`src/logic/wws_defs.svh`:
```
/*
 * constants of the window supervisor: timing figures, derived cycle counts,
 * failure counter steps and the limit of failed init phases.
 * assumes a 40 MHz system clock; included by bare name.
 */
`ifndef WWS_DEFS_SVH
`define WWS_DEFS_SVH

`define WWS_CLK_HZ          40000000
`define WWS_TICK_US         100
`define WWS_TICK_CYC        ((`WWS_CLK_HZ / 1000000) * `WWS_TICK_US)
`define WWS_SAMPLE_US       200
`define WWS_SAMPLE_TICKS    (`WWS_SAMPLE_US / `WWS_TICK_US)
`define WWS_LONG_OPEN_MS    600
`define WWS_LONG_OPEN_TICKS (`WWS_LONG_OPEN_MS * 1000 / `WWS_TICK_US)
`define WWS_WAKE_SHORT_MS   60
`define WWS_WAKE_SHORT_TICKS (`WWS_WAKE_SHORT_MS * 1000 / `WWS_TICK_US)
`define WWS_CYC_LONG_TICKS  10
`define WWS_CYC_SHORT_TICKS 1
`define WWS_FAIL_STEP_UP    2
`define WWS_FAIL_STEP_DOWN  1
`define WWS_MAX_INIT_FAILS  3

`endif

```
`src/logic/wws_pkg.sv`:
```
/*
 * types of the window supervisor.
 * assumes wws_defs.svh is available for the constants.
 */
package wws_pkg;
    typedef enum logic [1:0] {
        WWS_ST_INIT,
        WWS_ST_NORMAL,
        WWS_ST_WAKE,
        WWS_ST_OTHER
    } wws_sys_state_e;

    typedef enum logic [1:0] {
        WWS_WIN_IDLE,
        WWS_WIN_LONG,
        WWS_WIN_CLOSED,
        WWS_WIN_OPEN
    } wws_window_e;

    // configuration as written by software
    typedef struct packed {
        logic       pin_select;        // 1: trigger_pin, 0: service command
        logic       cycle_time_select; // 1: long cycle, 0: short cycle
        logic [7:0] open_cycles;
        logic [7:0] closed_cycles;
        logic [7:0] fail_threshold;
    } wws_cfg_s;

    // events reported towards the safe-state logic
    typedef struct packed {
        logic valid;
        logic invalid;
        logic irq;
        logic soft_reset;
        logic hard_reset;
        logic fail_safe;
        logic overflow;
    } wws_event_s;
endpackage : wws_pkg

```
`src/logic/wws_pin_sampler.sv`:
```
/*
 * samples trigger_pin every sample period and flags a valid falling edge:
 * two high samples then two low samples, reported at the second low one.
 * assumes the pin is synchronous to sys_clk_in and sample_en_in pulses once.
 */
`timescale 1ns/1ps
`include "wws_defs.svh"
module wws_pin_sampler (
    input  wire logic sys_clk_in,
    input  wire logic rst_in,
    input  wire logic clear_in,
    input  wire logic sample_en_in,
    input  wire logic trigger_pin_in,
    output logic      trigger_out
);
    logic [3:0] hist_q;

    // ****************************************************************
    // sample history, newest sample in bit 0
    // ****************************************************************
    always_ff @(posedge sys_clk_in or posedge rst_in) begin
        if (rst_in) begin
            hist_q <= 4'h0;
        end else if (clear_in) begin
            hist_q <= 4'h0;
        end else if (sample_en_in) begin
            hist_q <= {hist_q[2:0], trigger_pin_in};
        end
    end

    // one-cycle pulse at the second low sample; rising edges never match
    always_ff @(posedge sys_clk_in or posedge rst_in) begin
        if (rst_in) begin
            trigger_out <= 1'b0;
        end else begin
            trigger_out <= sample_en_in && !clear_in
                && hist_q[2:0] == 3'b110 && !trigger_pin_in;
        end
    end
endmodule : wws_pin_sampler

```
`src/logic/wws_window_supervisor.sv`:
```
/*
 * window supervisor: long open, closed and open windows, trigger judgement,
 * failure counter and init-phase escalation.
 * assumes synchronous inputs, service_command_reg_wr_in a one-cycle pulse, and that
 * the system state machine reacts to the reset and fail-safe requests.
 */
`timescale 1ns/1ps
`include "wws_defs.svh"
module wws_window_supervisor #(
    parameter int TICK_CYC   = `WWS_TICK_CYC,
    parameter int LONG_TICKS = `WWS_LONG_OPEN_TICKS
) (
    input  wire logic                   sys_clk_in,
    input  wire logic                   rst_in,
    input  wire logic                   sync_clear_in,
    input  wire logic                   enable_in,
    input  wire wws_pkg::wws_sys_state_e sys_state_in,
    input  wire logic                   mcu_reset_out_in,
    input  wire logic                   sleep_wake_in,
    input  wire logic                   init_timer_expired_in,
    input  wire logic                   trigger_pin_in,
    input  wire logic                   service_command_reg_wr_in,
    input  wire logic                   cfg_wr_in,
    input  wire wws_pkg::wws_cfg_s      cfg_in,
    output wws_pkg::wws_cfg_s           cfg_out,
    output wws_pkg::wws_window_e        window_out,
    output wws_pkg::wws_event_s         event_out,
    output logic [7:0]                  fail_count_out,
    output logic                        normal_allowed_out,
    output logic                        window_result_out
);
    import wws_pkg::*;

    localparam logic [7:0] STEP_UP   = 8'(`WWS_FAIL_STEP_UP);
    localparam logic [7:0] STEP_DOWN = 8'(`WWS_FAIL_STEP_DOWN);
    localparam int         TW        = 24;

    wws_cfg_s    cfg_q;
    wws_window_e win_q;
    logic [15:0] tick_cnt_q;
    logic        tick;
    logic [TW-1:0] win_cnt_q;
    logic [1:0]  samp_cnt_q;
    logic        samp_en;
    logic        pin_trig;
    logic        trig;
    logic        rose_q;
    logic        mcu_reset_prev_q;
    logic        long_invalid_q;
    logic [1:0]  init_fails_q;
    logic        clr;
    logic        cfg_ok;
    logic [7:0]  fail_q;
    logic        valid_ev;
    logic        invalid_ev;
    logic        win_end;
    wws_event_s  ev_q;

    // length of a window in ticks from cycle count and cycle time
    function automatic logic [TW-1:0] win_ticks(input logic [7:0] cyc,
                                                input logic       long_cyc);
        logic [TW-1:0] per;
        per = long_cyc ? TW'(`WWS_CYC_LONG_TICKS) : TW'(`WWS_CYC_SHORT_TICKS);
        win_ticks = TW'(cyc) * per;
    endfunction : win_ticks

    // saturating failure counter arithmetic
    function automatic logic [7:0] fail_next(input logic [7:0] f,
                                             input logic       up);
        logic [8:0] s;
        s = {1'b0, f} + {1'b0, STEP_UP};
        if (up) begin
            fail_next = s[8] ? 8'hff : s[7:0];
        end else begin
            fail_next = (f != 8'h00) ? f - STEP_DOWN : f;
        end
    endfunction : fail_next

    assign clr    = sync_clear_in || !enable_in;
    assign cfg_ok = sys_state_in == WWS_ST_INIT
        || sys_state_in == WWS_ST_NORMAL
        || sys_state_in == WWS_ST_WAKE;

    // ****************************************************************
    // prescaler: one tick per cycle-time unit, then sample enable
    // ****************************************************************
    always_ff @(posedge sys_clk_in or posedge rst_in) begin
        if (rst_in) begin
            tick_cnt_q <= 16'h0000;
        end else if (clr || tick) begin
            tick_cnt_q <= 16'h0000;
        end else begin
            tick_cnt_q <= tick_cnt_q + 16'h0001;
        end
    end
    assign tick = tick_cnt_q == 16'(TICK_CYC - 1);

    // sample period is a whole number of ticks
    always_ff @(posedge sys_clk_in or posedge rst_in) begin
        if (rst_in) begin
            samp_cnt_q <= 2'h0;
        end else if (clr) begin
            samp_cnt_q <= 2'h0;
        end else if (tick) begin
            samp_cnt_q <= samp_en ? 2'h0 : samp_cnt_q + 2'h1;
        end
    end
    assign samp_en = tick && samp_cnt_q == 2'(`WWS_SAMPLE_TICKS - 1);

    wws_pin_sampler u_sampler (
        .sys_clk_in     (sys_clk_in),
        .rst_in         (rst_in),
        .clear_in       (clr),
        .sample_en_in   (samp_en),
        .trigger_pin_in (trigger_pin_in),
        .trigger_out    (pin_trig)
    );

    // pin ignored entirely while service triggering is chosen
    assign trig = cfg_q.pin_select ? pin_trig
                                   : service_command_reg_wr_in;

    // ****************************************************************
    // configuration
    // ****************************************************************
    always_ff @(posedge sys_clk_in or posedge rst_in) begin
        if (rst_in) begin
            cfg_q <= '{pin_select: 1'b0, cycle_time_select: 1'b1,
                       open_cycles: 8'h0a, closed_cycles: 8'h0a,
                       fail_threshold: 8'h09};
        end else if (sync_clear_in) begin
            cfg_q <= '{pin_select: 1'b0, cycle_time_select: 1'b1,
                       open_cycles: 8'h0a, closed_cycles: 8'h0a,
                       fail_threshold: 8'h09};
        end else if (cfg_wr_in && cfg_ok) begin
            cfg_q <= cfg_in;
        end
    end

    // activation on rising reset output in init
    always_ff @(posedge sys_clk_in or posedge rst_in) begin
        if (rst_in) begin
            mcu_reset_prev_q <= 1'b0;
        end else begin
            mcu_reset_prev_q <= mcu_reset_out_in;
        end
    end
    assign rose_q = mcu_reset_out_in && !mcu_reset_prev_q
        && sys_state_in == WWS_ST_INIT;

    // ****************************************************************
    // window state and window timer
    // ****************************************************************
    assign win_end = tick && win_cnt_q == TW'(1);
    assign valid_ev = trig && (win_q == WWS_WIN_LONG
        || win_q == WWS_WIN_OPEN);
    assign invalid_ev = (trig && win_q == WWS_WIN_CLOSED)
        || (win_end && win_q == WWS_WIN_OPEN && !trig);

    always_ff @(posedge sys_clk_in or posedge rst_in) begin
        if (rst_in) begin
            win_q     <= WWS_WIN_IDLE;
            win_cnt_q <= '0;
        end else if (clr) begin
            win_q     <= WWS_WIN_IDLE;
            win_cnt_q <= '0;
        end else if (rose_q) begin
            win_q     <= WWS_WIN_LONG;
            win_cnt_q <= TW'(LONG_TICKS);
        end else if (sleep_wake_in) begin
            win_q     <= WWS_WIN_OPEN;
            win_cnt_q <= cfg_q.cycle_time_select ? TW'(LONG_TICKS)
                       : TW'(`WWS_WAKE_SHORT_TICKS);
        end else begin
            case (win_q)
                WWS_WIN_LONG: begin
                    if (cfg_wr_in && cfg_ok) begin
                        win_q     <= WWS_WIN_OPEN;
                        win_cnt_q <= win_ticks(cfg_in.open_cycles,
                                               cfg_in.cycle_time_select);
                    end else if (trig) begin
                        win_q     <= WWS_WIN_CLOSED;
                        win_cnt_q <= win_ticks(cfg_q.closed_cycles,
                                               cfg_q.cycle_time_select);
                    end else if (win_end) begin
                        win_q     <= WWS_WIN_IDLE; // await init timer
                        win_cnt_q <= '0;
                    end else if (tick) begin
                        win_cnt_q <= win_cnt_q - TW'(1);
                    end
                end
                WWS_WIN_CLOSED: begin
                    if (trig || win_end) begin
                        win_q     <= WWS_WIN_OPEN;
                        win_cnt_q <= win_ticks(cfg_q.open_cycles,
                                               cfg_q.cycle_time_select);
                    end else if (tick) begin
                        win_cnt_q <= win_cnt_q - TW'(1);
                    end
                end
                WWS_WIN_OPEN: begin
                    if (trig) begin
                        win_q     <= WWS_WIN_CLOSED;
                        win_cnt_q <= win_ticks(cfg_q.closed_cycles,
                                               cfg_q.cycle_time_select);
                    end else if (win_end) begin
                        win_cnt_q <= win_ticks(cfg_q.open_cycles,
                                               cfg_q.cycle_time_select);
                    end else if (tick) begin
                        win_cnt_q <= win_cnt_q - TW'(1);
                    end
                end
                default: begin
                    // idle: a soft reset drops the reset output, the next
                    // rising edge reopens the long window
                    win_cnt_q <= '0;
                end
            endcase
        end
    end

    // ****************************************************************
    // init-phase escalation
    // ****************************************************************
    always_ff @(posedge sys_clk_in or posedge rst_in) begin
        if (rst_in) begin
            long_invalid_q <= 1'b0;
        end else if (clr || rose_q || (win_q == WWS_WIN_LONG
                     && (trig || (cfg_wr_in && cfg_ok)))) begin
            long_invalid_q <= 1'b0;
        end else if (win_q == WWS_WIN_LONG && win_end) begin
            long_invalid_q <= 1'b1;
        end else if (init_timer_expired_in) begin
            long_invalid_q <= 1'b0;
        end
    end

    // consecutive failed long windows; any valid trigger breaks the run
    always_ff @(posedge sys_clk_in or posedge rst_in) begin
        if (rst_in) begin
            init_fails_q <= 2'h0;
        end else if (clr || valid_ev) begin
            init_fails_q <= 2'h0;
        end else if (init_timer_expired_in && long_invalid_q
                     && init_fails_q != 2'(`WWS_MAX_INIT_FAILS)) begin
            init_fails_q <= init_fails_q + 2'h1;
        end
    end

    // ****************************************************************
    // failure counter and event outputs
    // ****************************************************************
    always_ff @(posedge sys_clk_in or posedge rst_in) begin
        if (rst_in) begin
            fail_q <= 8'h00;
        end else if (clr) begin
            fail_q <= 8'h00;
        end else if (invalid_ev) begin
            fail_q <= fail_next(fail_q, 1'b1);
        end else if (valid_ev && !(win_q == WWS_WIN_LONG && cfg_wr_in)) begin
            fail_q <= fail_next(fail_q, 1'b0);
        end
    end

    // registered one-cycle pulses, one cycle after the cause
    always_ff @(posedge sys_clk_in or posedge rst_in) begin
        if (rst_in) begin
            ev_q <= '0;
        end else if (clr) begin
            ev_q <= '0;
        end else begin
            ev_q.valid      <= valid_ev;
            ev_q.invalid    <= invalid_ev;
            ev_q.irq        <= invalid_ev || sleep_wake_in;
            ev_q.soft_reset <= init_timer_expired_in && long_invalid_q
                && init_fails_q == 2'h0;
            ev_q.hard_reset <= init_timer_expired_in && long_invalid_q
                && init_fails_q == 2'h1;
            ev_q.fail_safe  <= init_timer_expired_in && long_invalid_q
                && init_fails_q == 2'h2;
            ev_q.overflow   <= invalid_ev
                && fail_next(fail_q, 1'b1) > cfg_q.fail_threshold;
        end
    end

    // window result level: low after an invalid, high after a valid
    always_ff @(posedge sys_clk_in or posedge rst_in) begin
        if (rst_in) begin
            window_result_out <= 1'b1;
        end else if (clr || valid_ev) begin
            window_result_out <= 1'b1;
        end else if (invalid_ev) begin
            window_result_out <= 1'b0;
        end
    end

    // normal state permitted after first valid trigger
    always_ff @(posedge sys_clk_in or posedge rst_in) begin
        if (rst_in) begin
            normal_allowed_out <= 1'b0;
        end else if (clr || rose_q || sleep_wake_in) begin
            normal_allowed_out <= 1'b0;
        end else if (valid_ev) begin
            normal_allowed_out <= 1'b1;
        end
    end

    // registered copies of internal state
    always_ff @(posedge sys_clk_in or posedge rst_in) begin
        if (rst_in) begin
            cfg_out        <= '0;
            window_out     <= WWS_WIN_IDLE;
            fail_count_out <= 8'h00;
        end else begin
            cfg_out        <= cfg_q;
            window_out     <= win_q;
            fail_count_out <= fail_q;
        end
    end
    assign event_out = ev_q;
endmodule : wws_window_supervisor

```
`config.mk`:
```
export PLATFORM = sky130hd
export DESIGN_NAME = wws_window_supervisor
export DESIGN_NICKNAME = d
export VERILOG_FILES = /design/src/logic/wws_pkg.sv /design/src/logic/wws_pin_sampler.sv /design/src/logic/wws_window_supervisor.sv
export VERILOG_INCLUDE_DIRS = /design/src /design/src/logic
export SDC_FILE = /design/constraint.sdc
export NUM_CORES = 1
export LEC_CHECK = 0
export ABC_AREA = 1
export BUFFER_PORTS_ARGS = -buffer_cell sky130_fd_sc_hd__buf_2
export CELL_PAD_IN_SITES_DETAIL_PLACEMENT = 0
export CELL_PAD_IN_SITES_GLOBAL_PLACEMENT = 1
export CORE_MARGIN = 4
export CORE_UTILIZATION = 48
export DETAILED_ROUTE_END_ITERATION = 10
export PLACE_DENSITY_LB_ADDON = 0.3
export SLEW_MARGIN = 15
export SYNTH_ARGS = -nofsm -noshare
export SYNTH_HDL_FRONTEND = slang
export SYNTH_SLANG_ARGS = --single-unit
```
`constraint.sdc`:
```
create_clock -name sys_clk_in -period 11 [get_ports sys_clk_in]
set_clock_uncertainty 0.1 [all_clocks]
set_input_delay 2.75 -clock sys_clk_in [delete_from_list [all_inputs] [get_ports sys_clk_in]]
set_output_delay 2.75 -clock sys_clk_in [all_outputs]
set_load 0.005 [all_outputs]
```
==> out/summary.md <==
The run finished with clean final reports. Tracing the worst setup path back leads to its startpoint at cfg_in[24]. The logs give 0.3583 for the share of synthesized area occupied by flip-flops and latches and 8089 for the routed via count. The horizontal die dimension works out to 146.3 um.

The first global-routing pass estimated 39.71 mm of wire. For the via count of the first global-routing pass, the log shows 7992. Counting every instance in the synthesized netlist gives 1231.

For the number of detailed-routing iterations run before antenna repair, the log shows 5. STA classifies the critical path startpoint as an input pin. Dividing the detail-routed wire length by the instance count gives 15.26 um.

The die covers 0.02139 mm^2. In the final design database the tool counted 1446 nets. Beginning of the worst register-to-register path: cfg_q[24]$_DFFE_PP1P_. The area of the placeable core is 0.01877 mm^2, and the fraction of the cycle the final worst path needs is 0.4709.

For the worst-skew pair, the clock arrives at the later sink with an insertion delay of 0.43 ns. Buffers added to address setup during post-CTS repair amount to 0. The run gives 83 as the number of top-level pins. The worst setup path is captured at a flip-flop.

The total overflow left after global routing is 0. The area taken by multi-input logic gates was 0.005042 mm^2. The worst-case register-to-register setup slack was 6.98 ns; the top fanout value on the critical path was 13. Of all cell types, the one taking the most synthesized area is sky130_fd_sc_hd__dfrtp_1. For this run, design rule violations remaining after detail routing come to 0. The run gives 0 as the final count of pins violating max slew. The number of gates resized after CTS was 0. After layout, the design draws a total of 1.407 mW. Once detailed placement completed, the half-perimeter wirelength came to 18.45 mm. Area of the mapped netlist: 0.009176 mm^2. The critical path is of the in -> reg type.

The synthesized area per cell was 7.454 um^2; the total clock buffers created by CTS was 17. Summed over all layers, the routed wires come to 23.91 mm. Dividing the detail-routed via count by the number of cells gives 5.162. By area the synthesized netlist is led by sky130_fd_sc_hd__dfrtp_1 (34%), sky130_fd_sc_hd__nand2_1 (12%), sky130_fd_sc_hd__ha_1 (10%), sky130_fd_sc_hd__inv_1 (7.9%), sky130_fd_sc_hd__nor2_1 (6.5%). In this run the clock root is driven by a sky130_fd_sc_hd__clkbuf_16. The worst slack after detailed placement was 5.409 ns.

For this design the ratio of total power to cell area is 134.6 mW/mm^2. The clock tree synthesis step divided the H-tree into 4 levels. Across all setup checks in the final design, the least slack found is 5.820 ns. TritonCTS built the clock tree. The growth of design area from synthesis to finish is 13.95%.

Setup repair after global routing left no endpoint under its margin. The register bit total from synthesis came out at 131. The total of hold buffers inserted after clock tree synthesis is 0, and the number of instances in the placed design is 1535. Summed over all cells, the static leakage comes to 5.671 nW. The worst hold path was traced through 0 stages. Counting flops with a built-in enable in the synthesized netlist gives 0. Most common library cell in the layout ignoring fill and taps: sky130_fd_sc_hd__nand2_1.

The endpoint identified for the worst register-to-register timing path is win_cnt_q[10]$_DFF_PP0_. The relative slew slack was 0.3449. The most used flip-flop cell after synthesis is sky130_fd_sc_hd__dfrtp_1. The count of input and output buffers is 82, and the proportion of register bits with asynchronous set or reset after synthesis is 1.000. The path with the worst hold slack has its endpoint at cfg_out[6]$_DFF_PP0_. The number of hold violations in the final report was 0; the all-layer global routing usage was 0.2281.

The maximum frequency from static timing analysis is 0.1931 GHz, and the last weighted congestion value of the routability-driven placer is 0.9350. Worst hold path startpoint: cfg_q[6]$_DFFE_PP0P_. Clock-pin slew was measured on the worst setup and hold paths at 0.06 ns.

Final hold analysis gives a worst-case slack of 0.2714 ns. The maximum VDD drop is 0.0001143 V, and the ratio of cells with drive above 1 in the final layout is 0.1313. The share of Yosys cell area claimed by the top area cell type was 0.3354; the number of antenna violations at the first check in global routing was 0. The run gives 0 as the number of synthesis warnings.

Data arrives at the worst endpoint at 5.42 ns. At the pin with the least slew margin, the transition time is 0.9827 ns. Across the whole layout, storage elements account for 0.003288 mm^2. Once detail routing completed, the nets flagged for antenna violations numbered 0. The die outline height was 146.3 um; the unique cell type count in the Yosys netlist was 55. The run gives 79 as the largest net degree at the start of global routing. The logs give 50 for the standard-cell row count and 0 for the number of setup violations in the final report. The first routing iteration left 548 violations. The tools report the number of diodes as 0. The path class of the tightest hold or removal check is reg -> reg. In the layout the commonest cells are sky130_fd_sc_hd__nand2_1 (282), sky130_fd_sc_hd__inv_1 (193), sky130_fd_sc_hd__nor2_1 (160). The clock passes through at most 2 buffers. Data on the critical path is required at its endpoint by 11.24 ns.

Across the run, the number of max-cap violations was 0. The logs give 1567 for the non-filler instance count after layout and 0.4889 for the initial core utilization. The logs give 131 for the clock sink count and 1810 for the total of fill cells in the finished design. In the final timing run, aggregate negative setup slack is 0 ns. After layout, the minimum clock period comes to 5.180 ns. Measured in cells, the most critical reg-to-reg path has a length of 17.
[area by class of cell]
class,count,share of cell area
multi-input cells,882,0.4822
flip-flops and latches,131,0.3145
inverters,202,0.07371
clock buffers,21,0.04499
repair buffers,86,0.04212
well taps,234,0.02800
clock inverters,11,0.01448
[report_power, final]
group / switching [mW] / internal, mW / leakage (nW)
sequential: 0.0193 / 0.506 / 1.73
combinational: 0.181 / 0.102 / 3.65
clock: 0.224 / 0.376 / 0.292
[metal layers]
layer / up-vias / share of wire / global-route usage
li1: 4107 / - / -
met5: - / 0 / 0
met4: 0 / 0.023 / 0.08090
met1: 3720 / 0.47 / 0.3211
met3: 43 / 0.051 / 0.03662
met2: 219 / 0.46 / 0.3584
[cells in the mapped netlist, types with 2 or more instances]
library cell and instances:
sky130_fd_sc_hd__nand3_2 2, sky130_fd_sc_hd__clkbuf_1 11, sky130_fd_sc_hd__a221oi_1 2, sky130_fd_sc_hd__or2_2 7, sky130_fd_sc_hd__nor3_1 16, sky130_fd_sc_hd__o22ai_1 6, sky130_fd_sc_hd__fa_1 15, sky130_fd_sc_hd__a211oi_1 4
sky130_fd_sc_hd__nand2_4 5, sky130_fd_sc_hd__dfrtp_1 123, sky130_fd_sc_hd__nand3_1 64, sky130_fd_sc_hd__conb_1 2, sky130_fd_sc_hd__nand4_1 16, sky130_fd_sc_hd__nand2_2 5, sky130_fd_sc_hd__nor3_2 3, sky130_fd_sc_hd__a21o_1 3
sky130_fd_sc_hd__inv_2 4, sky130_fd_sc_hd__o21a_1 6, sky130_fd_sc_hd__buf_2 4, sky130_fd_sc_hd__o21ai_1 7, sky130_fd_sc_hd__buf_6 2, sky130_fd_sc_hd__nor4_1 5, sky130_fd_sc_hd__nor2_1 160, sky130_fd_sc_hd__o211ai_1 2
sky130_fd_sc_hd__dfstp_2 8, sky130_fd_sc_hd__clkinv_1 2, sky130_fd_sc_hd__a31oi_1 2, sky130_fd_sc_hd__nand2_1 282, sky130_fd_sc_hd__nor2_4 3, sky130_fd_sc_hd__ha_1 73, sky130_fd_sc_hd__nand3b_1 7, sky130_fd_sc_hd__nor2_2 8
sky130_fd_sc_hd__a22oi_1 6, sky130_fd_sc_hd__xnor2_1 5, sky130_fd_sc_hd__o21ai_2 7, sky130_fd_sc_hd__a21oi_1 63, sky130_fd_sc_hd__o21ai_0 55, sky130_fd_sc_hd__o22a_1 2, sky130_fd_sc_hd__xor2_1 21, sky130_fd_sc_hd__inv_1 194
sky130_fd_sc_hd__a22o_1 5
[metrics by stage]
stage	utilization	area, um^2
2_1_floorplan	-	9184
3_3_place_gp	0.5240	9834
3_5_place_dp	0.5240	9834
4_1_cts	0.5571	10460
5_1_grt	0.5571	10460
6_report	0.5571	10460
[logic make-up (layout without fill, tap and decap cells)]
| family | Yosys count | count (layout) | share of synthesized area |
|---|---|---|---|
| buffers and inverters | 220 | 320 | 0.09299 |
| other | 2 | 4 | 0.0008184 |
| flip-flops | 131 | 131 | 0.3583 |
| AO/OA/AOI/OAI | 179 | 179 | 0.1160 |
| XOR/XNOR | 26 | 26 | 0.02482 |
| adder cells (fa/ha/maj) | 88 | 88 | 0.1323 |
| AND/OR/NAND/NOR | 585 | 585 | 0.2748 |
[sequential cells by signal (all words and copies together) (netlist names)]
| name | flops |
|---|---|
| fail_count_out | 8 |
| cfg_out | 26 |
| window_out | 2 |
| win_q | 2 |
| event_out | 7 |
| fail_q | 8 |
| win_cnt_q | 24 |
| samp_cnt_q | 2 |
| mcu_reset_prev_q | 1 |
| init_fails_q | 2 |
| tick_cnt_q | 16 |
| long_invalid_q | 1 |
| u_sampler.hist_q | 3 |
| u_sampler.trigger_out | 1 |
| window_result_out | 1 |
| cfg_q | 26 |
| normal_allowed_out | 1 |
[worst max-delay path by stage]
stage / slack, ns / cells past startpoint / end
2_1_floorplan: 4.67 / 1 / cfg_out[0]$_DFF_PP0_
3_3_place_gp: 5.49 / 16 / win_cnt_q[6]$_DFF_PP0_
3_5_place_dp: 5.41 / 16 / win_cnt_q[6]$_DFF_PP0_
4_1_cts: 5.85 / 16 / win_cnt_q[6]$_DFF_PP0_
5_1_grt: 5.57 / 16 / win_cnt_q[6]$_DFF_PP0_
6_report: 5.82 / 17 / win_cnt_q[6]$_DFF_PP0_
[worst max-delay path: stages]
cell and delay [ns]:
sky130_fd_sc_hd__buf_2 0.17, sky130_fd_sc_hd__nand2_1 0.08, sky130_fd_sc_hd__inv_1 0.06, sky130_fd_sc_hd__ha_1 0.28
sky130_fd_sc_hd__inv_1 0.05, sky130_fd_sc_hd__fa_1 0.52, sky130_fd_sc_hd__inv_1 0.05, sky130_fd_sc_hd__ha_1 0.34
sky130_fd_sc_hd__a21oi_1 0.16, sky130_fd_sc_hd__nand2_1 0.12, sky130_fd_sc_hd__a21oi_1 0.14, sky130_fd_sc_hd__o21ai_0 0.17
sky130_fd_sc_hd__a31oi_1 0.18, sky130_fd_sc_hd__nand3_1 0.09, sky130_fd_sc_hd__nand3_1 0.07, sky130_fd_sc_hd__nand2_1 0.05
sky130_fd_sc_hd__a21oi_1 0.12
No activity file was read; power rests on OpenSTA's default activity.
